File: config.mk
export PLATFORM = sky130hd
export DESIGN_NAME = tile_boot_loader
export DESIGN_NICKNAME = d
export VERILOG_FILES = /design/src/rtl/boot_pkg.sv /design/src/rtl/boot_crc32.sv /design/src/rtl/boot_flash_src.sv /design/src/rtl/tile_boot_loader.sv
export SDC_FILE = /design/constraint.sdc
export NUM_CORES = 1
export LEC_CHECK = 0
export ABC_CLOCK_PERIOD_IN_PS = 2400
export BUFFER_PORTS_ARGS = -buffer_cell sky130_fd_sc_hd__buf_2
export CORE_AREA = 2 2 187 189
export DETAILED_ROUTE_END_ITERATION = 10
export DIE_AREA = 0 0 189 191
export GPL_ROUTABILITY_DRIVEN = 0
export PLACE_DENSITY = 0.84
export SYNTH_ARGS = -nofsm -noshare
export SYNTH_HDL_FRONTEND = slang
export SYNTH_SLANG_ARGS = --single-unit
File: constraint.sdc
create_clock -name CLK_SYS_I -period 2.4 [get_ports CLK_SYS_I]
set_input_delay 0.6 -clock CLK_SYS_I [delete_from_list [all_inputs] [get_ports CLK_SYS_I]]
set_output_delay 0.6 -clock CLK_SYS_I [all_outputs]
set_load 0.005 [all_outputs]
File: src/rtl/boot_pkg.sv
// Constants, register map and types of the tile boot loader
package boot_pkg;
  // Clock and timing
  localparam int unsigned CLK_MHZ           = 100;
  localparam int unsigned INT_RESET_US      = 15;
  localparam int unsigned INT_RESET_CYC     = INT_RESET_US * CLK_MHZ;
  // Image format
  localparam logic [31:0] NO_CRC_MAGIC      = 32'h0D15AB1E;
  localparam logic [31:0] CRC_POLY          = 32'hEDB88320;
  localparam logic [31:0] CRC_PRESET        = 32'hFFFFFFFF;
  localparam logic [1:0]  BYTE_LAST         = 2'h3;
  // OTP organisation
  localparam int unsigned OTP_ROWS          = 2048;
  localparam int unsigned OTP_AW            = 11;
  localparam logic [10:0] OTP_SEC_ROW       = 11'h7FF;
  localparam logic [10:0] OTP_IMG_ROW       = 11'h000;
  localparam int unsigned SECTOR_SHIFT      = 9;
  // RAM
  localparam int unsigned RAM_AW            = 16;
  localparam logic [15:0] RAM_BASE          = 16'h0000;
  // Register offsets (word index on the bus, not byte addresses)
  localparam logic [3:0]  REG_SECURITY      = 4'h0;
  localparam logic [3:0]  REG_STATUS        = 4'h1;
  localparam logic [3:0]  REG_OTP_PROG      = 4'h2;
  localparam logic [3:0]  REG_OTP_PDATA     = 4'h3;
  localparam logic [3:0]  REG_CRC           = 4'h4;
  // Security fields
  localparam int unsigned SEC_JTAG_DIS      = 0;
  localparam int unsigned SEC_LINK_DIS      = 1;
  localparam int unsigned SEC_SECURE_BOOT   = 5;
  localparam int unsigned SEC_REDUNDANT     = 7;
  localparam int unsigned SEC_LOCK0         = 8;
  localparam int unsigned SEC_MASTER_LOCK   = 12;
  localparam int unsigned SEC_JTAG_OTP_DIS  = 13;
  localparam int unsigned SEC_DEBUG_DIS     = 14;
  localparam int unsigned SEC_USER_LO       = 15;
  localparam int unsigned SEC_USER_HI       = 21;
  localparam int unsigned SEC_CODE_LO       = 22;
  localparam logic [31:0] SEC_RESET         = 32'h00000000;
  localparam logic [31:0] UNMAPPED_READ     = 32'h00000000;
  // Boot states, one-hot
  typedef enum logic [8:0] {
    ST_RESET   = 9'h001,
    ST_SECLOAD = 9'h002,
    ST_SIZE    = 9'h004,
    ST_BODY    = 9'h008,
    ST_CHECK   = 9'h010,
    ST_VERIFY  = 9'h020,
    ST_RUN     = 9'h040,
    ST_FAIL    = 9'h080,
    ST_WAIT    = 9'h100
  } boot_state_t;
endpackage

File: src/rtl/boot_crc32.sv
// Byte-wide reflected CRC-32 engine
`timescale 1ns/100ps
module boot_crc32
  import boot_pkg::*;
(
  // Clock and reset
  input  wire logic        clk_i,
  input  wire logic        rst_n_i,
  // Control
  input  wire logic        init_i,
  input  wire logic        byte_vld_i,
  input  wire logic [7:0]  byte_i,
  // Result
  output logic      [31:0] crc_o
);
  logic [31:0] crc_r;
  logic [31:0] crc_nxt;

  // Eight reflected shifts per byte
  always_comb
  begin
    crc_nxt = crc_r ^ {24'h000000, byte_i};
    for (int i = 0; i < 8; i++)
    begin
      crc_nxt = crc_nxt[0] ? ((crc_nxt >> 1) ^ CRC_POLY) : (crc_nxt >> 1);
    end
  end

  // Register with preset
  always_ff @(posedge clk_i or negedge rst_n_i)
  begin
    if (!rst_n_i)
      crc_r <= CRC_PRESET;
    else if (init_i)
      crc_r <= CRC_PRESET;
    else if (byte_vld_i)
      crc_r <= crc_nxt;
  end

  // Inverted residue is the result
  assign crc_o = ~crc_r;
endmodule

File: src/rtl/boot_flash_src.sv
// Serial flash byte fetcher with request/valid handshake
`timescale 1ns/100ps
module boot_flash_src
  import boot_pkg::*;
(
  // Clock and reset
  input  wire logic        clk_i,
  input  wire logic        rst_n_i,
  // Loader side
  input  wire logic        start_i,
  input  wire logic        req_i,
  output logic             vld_o,
  output logic      [7:0]  byte_o,
  // Flash side
  output logic             fl_rd_o,
  output logic      [23:0] fl_addr_o,
  input  wire logic        fl_vld_i,
  input  wire logic [7:0]  fl_data_i
);
  logic [23:0] addr_r;
  logic        busy_r;
  logic        rd_r;

  // Registered read strobe, one pulse per byte
  always_ff @(posedge clk_i or negedge rst_n_i)
  begin
    if (!rst_n_i)
      rd_r <= 1'b0;
    else
      rd_r <= req_i && !busy_r && !start_i;
  end

  // Sequential address, one read outstanding
  always_ff @(posedge clk_i or negedge rst_n_i)
  begin
    if (!rst_n_i)
    begin
      addr_r <= 24'h000000;
      busy_r <= 1'b0;
    end
    else if (start_i)
    begin
      addr_r <= 24'h000000;
      busy_r <= 1'b0;
    end
    else if (busy_r && fl_vld_i)
    begin
      addr_r <= addr_r + 24'h000001;
      busy_r <= 1'b0;
    end
    else if (req_i && !busy_r)
      busy_r <= 1'b1;
  end

  assign fl_rd_o   = rd_r;
  assign fl_addr_o = addr_r;
  assign vld_o     = busy_r && fl_vld_i;
  assign byte_o    = fl_data_i;
endmodule

File: src/rtl/tile_boot_loader.sv
// Tile boot sequencer, image loader and security register
//
// Behaviour
// - Hold in reset, pull down all GPIO
// - Internal reset delay before booting starts
// - Security bit 5 selects OTP boot source
// - Image is size, size*4 bytes, check word
// - Magic check value skips CRC verification
// - Size and check assembled LSB first
// - Load at lowest RAM address, run there
// - CRC covers size bytes and program bytes
// - Reflected CRC-32, preset ones, inverted result
// - Bit 0 blocks scan port tile access
// - Bit 1 blocks switch access to processor
// - Secure boot starts from OTP address zero
// - Bit 7 enables OTP redundant rows
// - Bits 8-11 lock OTP sectors 0-3
// - Bit 12 blocks all OTP programming
// - Bit 13 blocks scan port OTP access
// - Bit 14 disables debug sync pin
// - User field 21:15, scan code 31:22
// - Security register loaded from OTP first
// - OTP is four sectors of 512 words
// - OTP contents copied to SRAM, run first
//
// Implementation choices: the Avalon-MM interface to the registers and the address map.
`timescale 1ns/100ps
module tile_boot_loader
  import boot_pkg::*;
(
  // Clock and reset
  input  wire logic        CLK_SYS_I,
  input  wire logic        RST_N_I,
  // Avalon-MM slave
  input  wire logic [3:0]  AVS_ADDRESS_I,
  input  wire logic        AVS_READ_I,
  input  wire logic        AVS_WRITE_I,
  input  wire logic [31:0] AVS_WRITEDATA_I,
  input  wire logic [3:0]  AVS_BYTEENABLE_I,
  output logic      [31:0] AVS_READDATA_O,
  output logic             AVS_WAITREQUEST_O,
  // Serial flash byte port
  output logic             FL_RD_O,
  output logic      [23:0] FL_ADDR_O,
  input  wire logic        FL_VLD_I,
  input  wire logic [7:0]  FL_DATA_I,
  // OTP read and program port
  output logic      [10:0] OTP_ADDR_O,
  input  wire logic [31:0] OTP_RDATA_I,
  output logic             OTP_PROG_O,
  output logic      [31:0] OTP_WDATA_O,
  output logic             OTP_REDUNDANT_O,
  // RAM write port
  output logic             RAM_WE_O,
  output logic      [15:0] RAM_ADDR_O,
  output logic      [7:0]  RAM_WDATA_O,
  // Processor control
  output logic             CPU_RUN_O,
  output logic      [15:0] CPU_PC_O,
  output logic             BOOT_FAIL_O,
  // Security gates
  output logic             GPIO_PULLDOWN_O,
  output logic             JTAG_TILE_EN_O,
  output logic             LINK_ACCESS_EN_O,
  output logic             JTAG_OTP_EN_O,
  output logic             DEBUG_PIN_EN_O,
  output logic      [9:0]  SCAN_USER_CODE_EXT_O
);
  boot_state_t state_r;
  logic [31:0] sec_r;
  logic [15:0] dly_r;
  logic [31:0] shift_r;
  logic [1:0]  bcnt_r;
  logic [31:0] words_r;
  logic [31:0] left_r;
  logic [15:0] ram_addr_r;
  logic [10:0] otp_addr_r;
  logic        otp_pend_r;
  logic        from_otp_r;
  logic [31:0] prog_data_r;
  logic        prog_r;
  logic        wait_r;
  logic [10:0] prog_row_r;
  logic        ram_we_r;
  logic [7:0]  ram_wd_r;
  logic        src_vld;
  logic [7:0]  src_byte;
  logic        fl_vld;
  logic [7:0]  fl_byte;
  logic        fl_start;
  logic        fl_req;
  logic [31:0] crc;
  logic        crc_init;
  logic        crc_feed;
  logic [31:0] word_nxt;
  logic        in_stream;

  // OTP row to sector index
  function automatic logic [1:0] sector_of(input logic [10:0] row);
    sector_of = row[SECTOR_SHIFT +: 2];
  endfunction

  // Programming allowed when sector and master unlocked
  function automatic logic prog_ok(input logic [31:0] sec, input logic [10:0] row);
    prog_ok = !sec[SEC_MASTER_LOCK] && !sec[SEC_LOCK0 + sector_of(row)];
  endfunction

  assign in_stream = (state_r == ST_SIZE) || (state_r == ST_BODY) || (state_r == ST_CHECK);
  assign fl_start  = (state_r == ST_SECLOAD);
  assign fl_req    = in_stream && !from_otp_r && !ram_we_r;

  // Byte fetcher for the embedded flash
  boot_flash_src u_flash
  (
    .clk_i     (CLK_SYS_I),
    .rst_n_i   (RST_N_I),
    .start_i   (fl_start),
    .req_i     (fl_req),
    .vld_o     (fl_vld),
    .byte_o    (fl_byte),
    .fl_rd_o   (FL_RD_O),
    .fl_addr_o (FL_ADDR_O),
    .fl_vld_i  (FL_VLD_I),
    .fl_data_i (FL_DATA_I)
  );

  // Byte source: OTP word sliced LSB first, or flash
  always_comb
  begin
    if (from_otp_r)
    begin
      src_vld  = in_stream && otp_pend_r && !ram_we_r;
      src_byte = OTP_RDATA_I[{bcnt_r, 3'h0} +: 8];
    end
    else
    begin
      src_vld  = fl_vld;
      src_byte = fl_byte;
    end
  end

  assign word_nxt = {src_byte, shift_r[31:8]};
  assign crc_init = (state_r == ST_SECLOAD);
  assign crc_feed = src_vld && ((state_r == ST_SIZE) || (state_r == ST_BODY));

  // CRC engine
  boot_crc32 u_crc
  (
    .clk_i      (CLK_SYS_I),
    .rst_n_i    (RST_N_I),
    .init_i     (crc_init),
    .byte_vld_i (crc_feed),
    .byte_i     (src_byte),
    .crc_o      (crc)
  );

  // Boot sequencer
  always_ff @(posedge CLK_SYS_I or negedge RST_N_I)
  begin
    if (!RST_N_I)
      state_r <= ST_RESET;
    else
      case (state_r)
        ST_RESET:   if (dly_r == INT_RESET_CYC[15:0]) state_r <= ST_SECLOAD;
        ST_SECLOAD: state_r <= ST_SIZE;
        ST_SIZE:    if (src_vld && bcnt_r == BYTE_LAST)
                      state_r <= (word_nxt == 32'h00000000) ? ST_CHECK : ST_BODY;
        ST_BODY:    if (src_vld && bcnt_r == BYTE_LAST && left_r == 32'h00000001) state_r <= ST_CHECK;
        ST_CHECK:   if (src_vld && bcnt_r == BYTE_LAST) state_r <= ST_VERIFY;
        ST_VERIFY:  state_r <= (shift_r == NO_CRC_MAGIC || shift_r == crc) ? ST_RUN : ST_FAIL;
        ST_RUN:     state_r <= ST_RUN;
        ST_FAIL:    state_r <= ST_FAIL;
        ST_WAIT:    state_r <= ST_RESET;
        default:    state_r <= ST_RESET;
      endcase
  end

  // Internal reset delay counter
  always_ff @(posedge CLK_SYS_I or negedge RST_N_I)
  begin
    if (!RST_N_I)
      dly_r <= 16'h0000;
    else if (state_r == ST_RESET)
      dly_r <= dly_r + 16'h0001;
  end

  // Byte assembly and word counters
  always_ff @(posedge CLK_SYS_I or negedge RST_N_I)
  begin
    if (!RST_N_I)
    begin
      shift_r <= 32'h00000000;
      bcnt_r  <= 2'h0;
      words_r <= 32'h00000000;
      left_r  <= 32'h00000000;
    end
    else if (state_r == ST_SECLOAD)
      bcnt_r  <= 2'h0;
    else if (src_vld)
    begin
      shift_r <= word_nxt;
      bcnt_r  <= bcnt_r + 2'h1;
      if (state_r == ST_SIZE && bcnt_r == BYTE_LAST)
      begin
        words_r <= word_nxt;
        left_r  <= word_nxt;
      end
      else if (state_r == ST_BODY && bcnt_r == BYTE_LAST)
        left_r  <= left_r - 32'h00000001;
    end
  end

  // OTP read pointer: security row, then image from row 0
  always_ff @(posedge CLK_SYS_I or negedge RST_N_I)
  begin
    if (!RST_N_I)
    begin
      otp_addr_r <= OTP_SEC_ROW;
      otp_pend_r <= 1'b0;
      from_otp_r <= 1'b0;
    end
    else if (state_r == ST_SECLOAD)
    begin
      from_otp_r <= OTP_RDATA_I[SEC_SECURE_BOOT];
      otp_addr_r <= OTP_IMG_ROW;
      otp_pend_r <= 1'b0;
    end
    else if (in_stream && from_otp_r)
    begin
      otp_pend_r <= 1'b1;
      if (src_vld && bcnt_r == BYTE_LAST)
      begin
        otp_addr_r <= otp_addr_r + 11'h001;
        otp_pend_r <= 1'b0;
      end
    end
  end

  // Program bytes into RAM from the lowest address
  always_ff @(posedge CLK_SYS_I or negedge RST_N_I)
  begin
    if (!RST_N_I)
    begin
      ram_addr_r <= RAM_BASE;
      ram_we_r   <= 1'b0;
      ram_wd_r   <= 8'h00;
    end
    else if (state_r == ST_SECLOAD)
      ram_addr_r <= RAM_BASE;
    else
    begin
      ram_we_r <= src_vld && (state_r == ST_BODY);
      ram_wd_r <= src_byte;
      if (ram_we_r)
        ram_addr_r <= ram_addr_r + 16'h0001;
    end
  end

  // Security register: OTP load, then user field writes
  always_ff @(posedge CLK_SYS_I or negedge RST_N_I)
  begin
    if (!RST_N_I)
      sec_r <= SEC_RESET;
    else if (state_r == ST_SECLOAD)
      sec_r <= OTP_RDATA_I;
    else if (wait_r && AVS_WRITE_I && AVS_ADDRESS_I == REG_SECURITY && !sec_r[SEC_MASTER_LOCK])
      sec_r[SEC_USER_HI:SEC_USER_LO] <= AVS_WRITEDATA_I[SEC_USER_HI:SEC_USER_LO];
  end

  // OTP programming requests from software
  always_ff @(posedge CLK_SYS_I or negedge RST_N_I)
  begin
    if (!RST_N_I)
    begin
      prog_data_r <= 32'h00000000;
      prog_r      <= 1'b0;
      prog_row_r  <= OTP_IMG_ROW;
    end
    else
    begin
      prog_r <= 1'b0;
      if (wait_r && AVS_WRITE_I && AVS_ADDRESS_I == REG_OTP_PDATA)
        prog_data_r <= AVS_WRITEDATA_I;
      if (wait_r && AVS_WRITE_I && AVS_ADDRESS_I == REG_OTP_PROG)
      begin
        prog_r     <= prog_ok(sec_r, AVS_WRITEDATA_I[OTP_AW-1:0]) && (state_r == ST_RUN);
        prog_row_r <= AVS_WRITEDATA_I[OTP_AW-1:0]; // Row shown on the OTP port while programming
      end
    end
  end

  // Bus slave: one wait cycle, then answer
  always_ff @(posedge CLK_SYS_I or negedge RST_N_I)
  begin
    if (!RST_N_I)
      wait_r <= 1'b0;
    else
      wait_r <= (AVS_READ_I || AVS_WRITE_I) && !wait_r;
  end

  // Registered outputs
  always_ff @(posedge CLK_SYS_I or negedge RST_N_I)
  begin
    if (!RST_N_I)
    begin
      GPIO_PULLDOWN_O      <= 1'b1;
      CPU_RUN_O            <= 1'b0;
      CPU_PC_O             <= RAM_BASE;
      BOOT_FAIL_O          <= 1'b0;
      JTAG_TILE_EN_O       <= 1'b0;
      LINK_ACCESS_EN_O     <= 1'b0;
      JTAG_OTP_EN_O        <= 1'b0;
      DEBUG_PIN_EN_O       <= 1'b0;
      OTP_REDUNDANT_O      <= 1'b0;
      SCAN_USER_CODE_EXT_O <= 10'h000;
      OTP_ADDR_O           <= OTP_SEC_ROW;
      OTP_PROG_O           <= 1'b0;
      OTP_WDATA_O          <= 32'h00000000;
      RAM_WE_O             <= 1'b0;
      RAM_ADDR_O           <= RAM_BASE;
      RAM_WDATA_O          <= 8'h00;
      AVS_WAITREQUEST_O    <= 1'b1;
      AVS_READDATA_O       <= UNMAPPED_READ;
    end
    else
    begin
      GPIO_PULLDOWN_O      <= (state_r == ST_RESET);
      CPU_RUN_O            <= (state_r == ST_RUN);
      CPU_PC_O             <= RAM_BASE;
      BOOT_FAIL_O          <= (state_r == ST_FAIL);
      JTAG_TILE_EN_O       <= !sec_r[SEC_JTAG_DIS];
      LINK_ACCESS_EN_O     <= !sec_r[SEC_LINK_DIS];
      JTAG_OTP_EN_O        <= !sec_r[SEC_JTAG_OTP_DIS];
      DEBUG_PIN_EN_O       <= !sec_r[SEC_DEBUG_DIS];
      OTP_REDUNDANT_O      <= sec_r[SEC_REDUNDANT];
      SCAN_USER_CODE_EXT_O <= sec_r[31:SEC_CODE_LO];
      OTP_ADDR_O           <= prog_r ? prog_row_r : otp_addr_r;
      OTP_PROG_O           <= prog_r;
      OTP_WDATA_O          <= prog_data_r;
      RAM_WE_O             <= ram_we_r;
      RAM_ADDR_O           <= ram_addr_r;
      RAM_WDATA_O          <= ram_wd_r;
      AVS_WAITREQUEST_O    <= !((AVS_READ_I || AVS_WRITE_I) && !wait_r);
      // Read data loaded with the accept, valid while waitrequest is low
      if (AVS_READ_I && !wait_r)
        case (AVS_ADDRESS_I)
          REG_SECURITY:  AVS_READDATA_O <= sec_r;
          REG_STATUS:    AVS_READDATA_O <= {23'h000000, state_r};
          REG_OTP_PDATA: AVS_READDATA_O <= prog_data_r;
          REG_CRC:       AVS_READDATA_O <= crc;
          default:       AVS_READDATA_O <= UNMAPPED_READ;
        endcase
    end
  end
endmodule

==> impl_metrics.toml <==
[floorplanning]
ios = 246
core_area_mm2 = 0.0341
row_count = 68
die_x_um = 189
die_area_mm2 = 0.0361
dieHeight_um = 191
initial_core_util_pct = 51.1

[job]
maxCapViolCount = 0

[synth]
syn_area_mm2 = 0.0174
synth_common_cells = "dfrtp_1, nand2_1, nor2_1"
async_flop_share_pct = 100
yosysTopAreaCellShare_pct = 46.7
ys.flop_type = "dfrtp_1"
synth_cells = 1578
synth.most_common_cell = "dfrtp_1"
synth_cell_type_count = 68
yosys.area.top_type = "dfrtp_1"
synth_area_leaders = "dfrtp_1, dfstp_2, xnor2_1"
synth_sequential_area_ratio_pct = 55.3
synth-seq-cells = 382
syn_area_per_cell_um2 = 11.0
ys_warn_count = 0
synth_edf_count = 0

[worst_setup_path]
cp_top_family = "multiplexers"
worstSetupPathType = "flip-flop to flip-flop"
critPathLaunch = "bcnt_r[0]$_DFFE_PN0P_"
start_kind = "flip-flop"
critPathSlowestCell = "mux4_2"
worstPathArrival_ns = 3.14
r2r_end = "u_crc.crc_r[25]$_DFFE_PN1P_"
cp.required_ns = 2.85
crit_cells = 7
crit_fanout = 8
cp_num_buf_inv = 1
endpoint = "u_crc.crc_r[25]$_DFFE_PN1P_"
rr_startpoint = "bcnt_r[0]$_DFFE_PN0P_"
worstPathCellList = "buf_12 -> mux4_2 -> mux2i_4 -> xnor2_4 -> xnor3_2 -> xnor2_2 -> a211o_1"
r2r_cells = 7
cp-end-kind = "flip-flop"
r2r_slack_ns = -0.29
cpPeakStageDelay_ns = 0.55

[detailed_routing]
wl_mm = 53.3
remaining_drc_errors = 0
antenna_left = 0
wl_per_cell_um = 22.1
via_per_inst = 6.00
via_count = 14500
drt-pass1-iter-count = 6
drt-initial-drc-count = 1564

[sta]
slew_headroom_pct = 54.8
finalHoldViolations = 0
max_freq_ghz = 0.371
whs_ns = 0.0108
fin_setup_tns_ns = -4.59
slew_viol_final = 0
setup_viol = 29
setup_slack_ns = -0.294
worst_pin_slew_ns = 0.672
rsz0062_at_grt = "true"
period_needed_ns = 2.69
skew_ns = 0.0146
finalCritPeriodShare_pct = 112

[final_layout]
regArea_mm2 = 0.00963
fin_area_mm2 = 0.0220
fin_util_pct = 64.5
diodes = 0
multi_input_area_mm2 = 0.00775
fillerInstances = 2320
syn2layout_area_growth_pct = 26.3
fin_cells = 2418
final_nets = 2026
drive_gt1_share_pct = 35.2

[placement]
post_dp_cell_area_mm2 = 0.0201
port_buffers = 225
hpwl_mm = 34.3
dp_worst_setup_slack_ns = -0.286
place_inst = 2329

[clock_network]
clock_insertion_delay_worst_skew_ns = 0.53
h-tree-depth = 2
cts_buffers = 39
cts.sinks = 382
root_buffer = "clkbuf_16"
clk_pin_slew_worst_paths_ns = 0.06
cts_buffer_depth = 3
cts_tree = "done"

[power]
p_per_area_mw_per_mm2 = 1330
totalPowerFinal_mw = 29.3
p_leak_nw = 9.96
ir_drop_mv = 1.46

[global_routing]
antenna_found_initial = 0
grt_pass1_wl_mm = 79.2
track_usage_pct = 27.8
grt-ovfl-total = 0
grt_max_degree = 61
grt_pass1_vias = 14500

[run_status]
violations = "negative setup slack"
outcome = "finished, violations left"

[min_path]
holdCritPathClass = "primary input to async pin"
-- metal layers --
layer  part of all wire, %  GRT usage (%)  vias up
met5                     0              0        -
met4                   5.6           13.5        0
met3                   9.1           4.68      242
met2                    49           47.2      936
met1                    36           34.7     7141
li1                      -              -     6190
-- layout make-up --
type	instances	share of cell area [%]
multi-input combinational	1095	35.2
sequential	382	43.7
timing repair buffer	393	12.3
inverter	22	0.375
clock inverter	12	0.568
clock buffer	59	5.19
tap	455	2.59
-- worst min path at each step --
stage | startpoint | endpoint | slack, ns | cells past startpoint
floorplan | RST_N_I | AVS_READDATA_O[0]$_DFFE_PN0P_ | 0.30 | 0
global route | RST_N_I | prog_data_r[24]$_DFFE_PN0P_ | 0.04 | 1
CTS | RST_N_I | OTP_WDATA_O[25]$_DFF_PN0_ | 0.03 | 1
finish | RST_N_I | prog_data_r[24]$_DFFE_PN0P_ | 0.01 | 1
global placement | ram_wd_r[4]$_DFFE_PN0N_ | RAM_WDATA_O[4]$_DFF_PN0_ | 0.36 | 0
detailed placement | ram_wd_r[4]$_DFFE_PN0N_ | RAM_WDATA_O[4]$_DFF_PN0_ | 0.36 | 0
-- worst register-to-register path: cells and delay by family, from the launching register on --
| kind | cells | cell delay (ns) |
|---|---|---|
| AOI/OAI and AO/OA | 1 | 0.35 |
| xor gates and xnor gates | 3 | 0.82 |
| buffers and inverters | 1 | 0.16 |
| DFF | 1 | 0.41 |
| muxes | 2 | 0.87 |
-- cells by family (layout without fill, tap and decap cells) --
kind of cell / after synthesis / in the layout / share of synthesized area [%]
and+or+nand+nor: 529 / 529 / 14.4
DFF: 382 / 382 / 55.3
AOI/OAI and AO/OA: 277 / 277 / 9.62
xor gates and xnor gates: 160 / 160 / 9.42
buffers and inverters: 116 / 486 / 2.94
muxes: 105 / 105 / 7.81
adders and majority gates: 8 / 8 / 0.574
other: 1 / 16 / 0.0215
-- cell usage in the layout, fill, tap and decap left out, drive strengths merged, types with 9 or more instances in the layout --
cell    instances
xnor2         112
dfrtp         325
o21ai         119
nand4          25
buf           390
clkinv          9
conb           16
mux2i          18
dfstp          57
xor2           47
and3           12
or3            17
nor2          134
mux4            9
o211ai         23
a221oi         32
clkbuf         62
nand3          38
mux2           78
nor3           31
inv            23
a21oi          73
nor4           31
nand2         194
-- registers in the layout, summed over array words and instances, names as in the netlist, 16 cells and up --
signal and flops:
AVS_READDATA_O 32, OTP_WDATA_O 32, RAM_ADDR_O 16, dly_r 16
left_r 32, prog_data_r 32, ram_addr_r 16, sec_r 32
shift_r 32, u_crc.crc_r 32, u_flash.fl_addr_o 24
-- where the power goes --
group / total [mW] / internal (mW) / switching [mW]
sequential: 9.80 / 7.91 / 1.90
clock: 6.04 / 3.53 / 2.51
combinational: 13.4 / 7.18 / 6.25
total: 29.3 / 18.6 / 10.7
-- repair_timing --
item                       in CTS  in global routing
setup buffers                   6                 12
resized for setup              21                 56
hold buffers                    0                  0
pin swaps                      18                 24
setup endpoints to repair      22                 45
cloned                          0                  3
No activity file was read; power rests on OpenSTA's default activity.
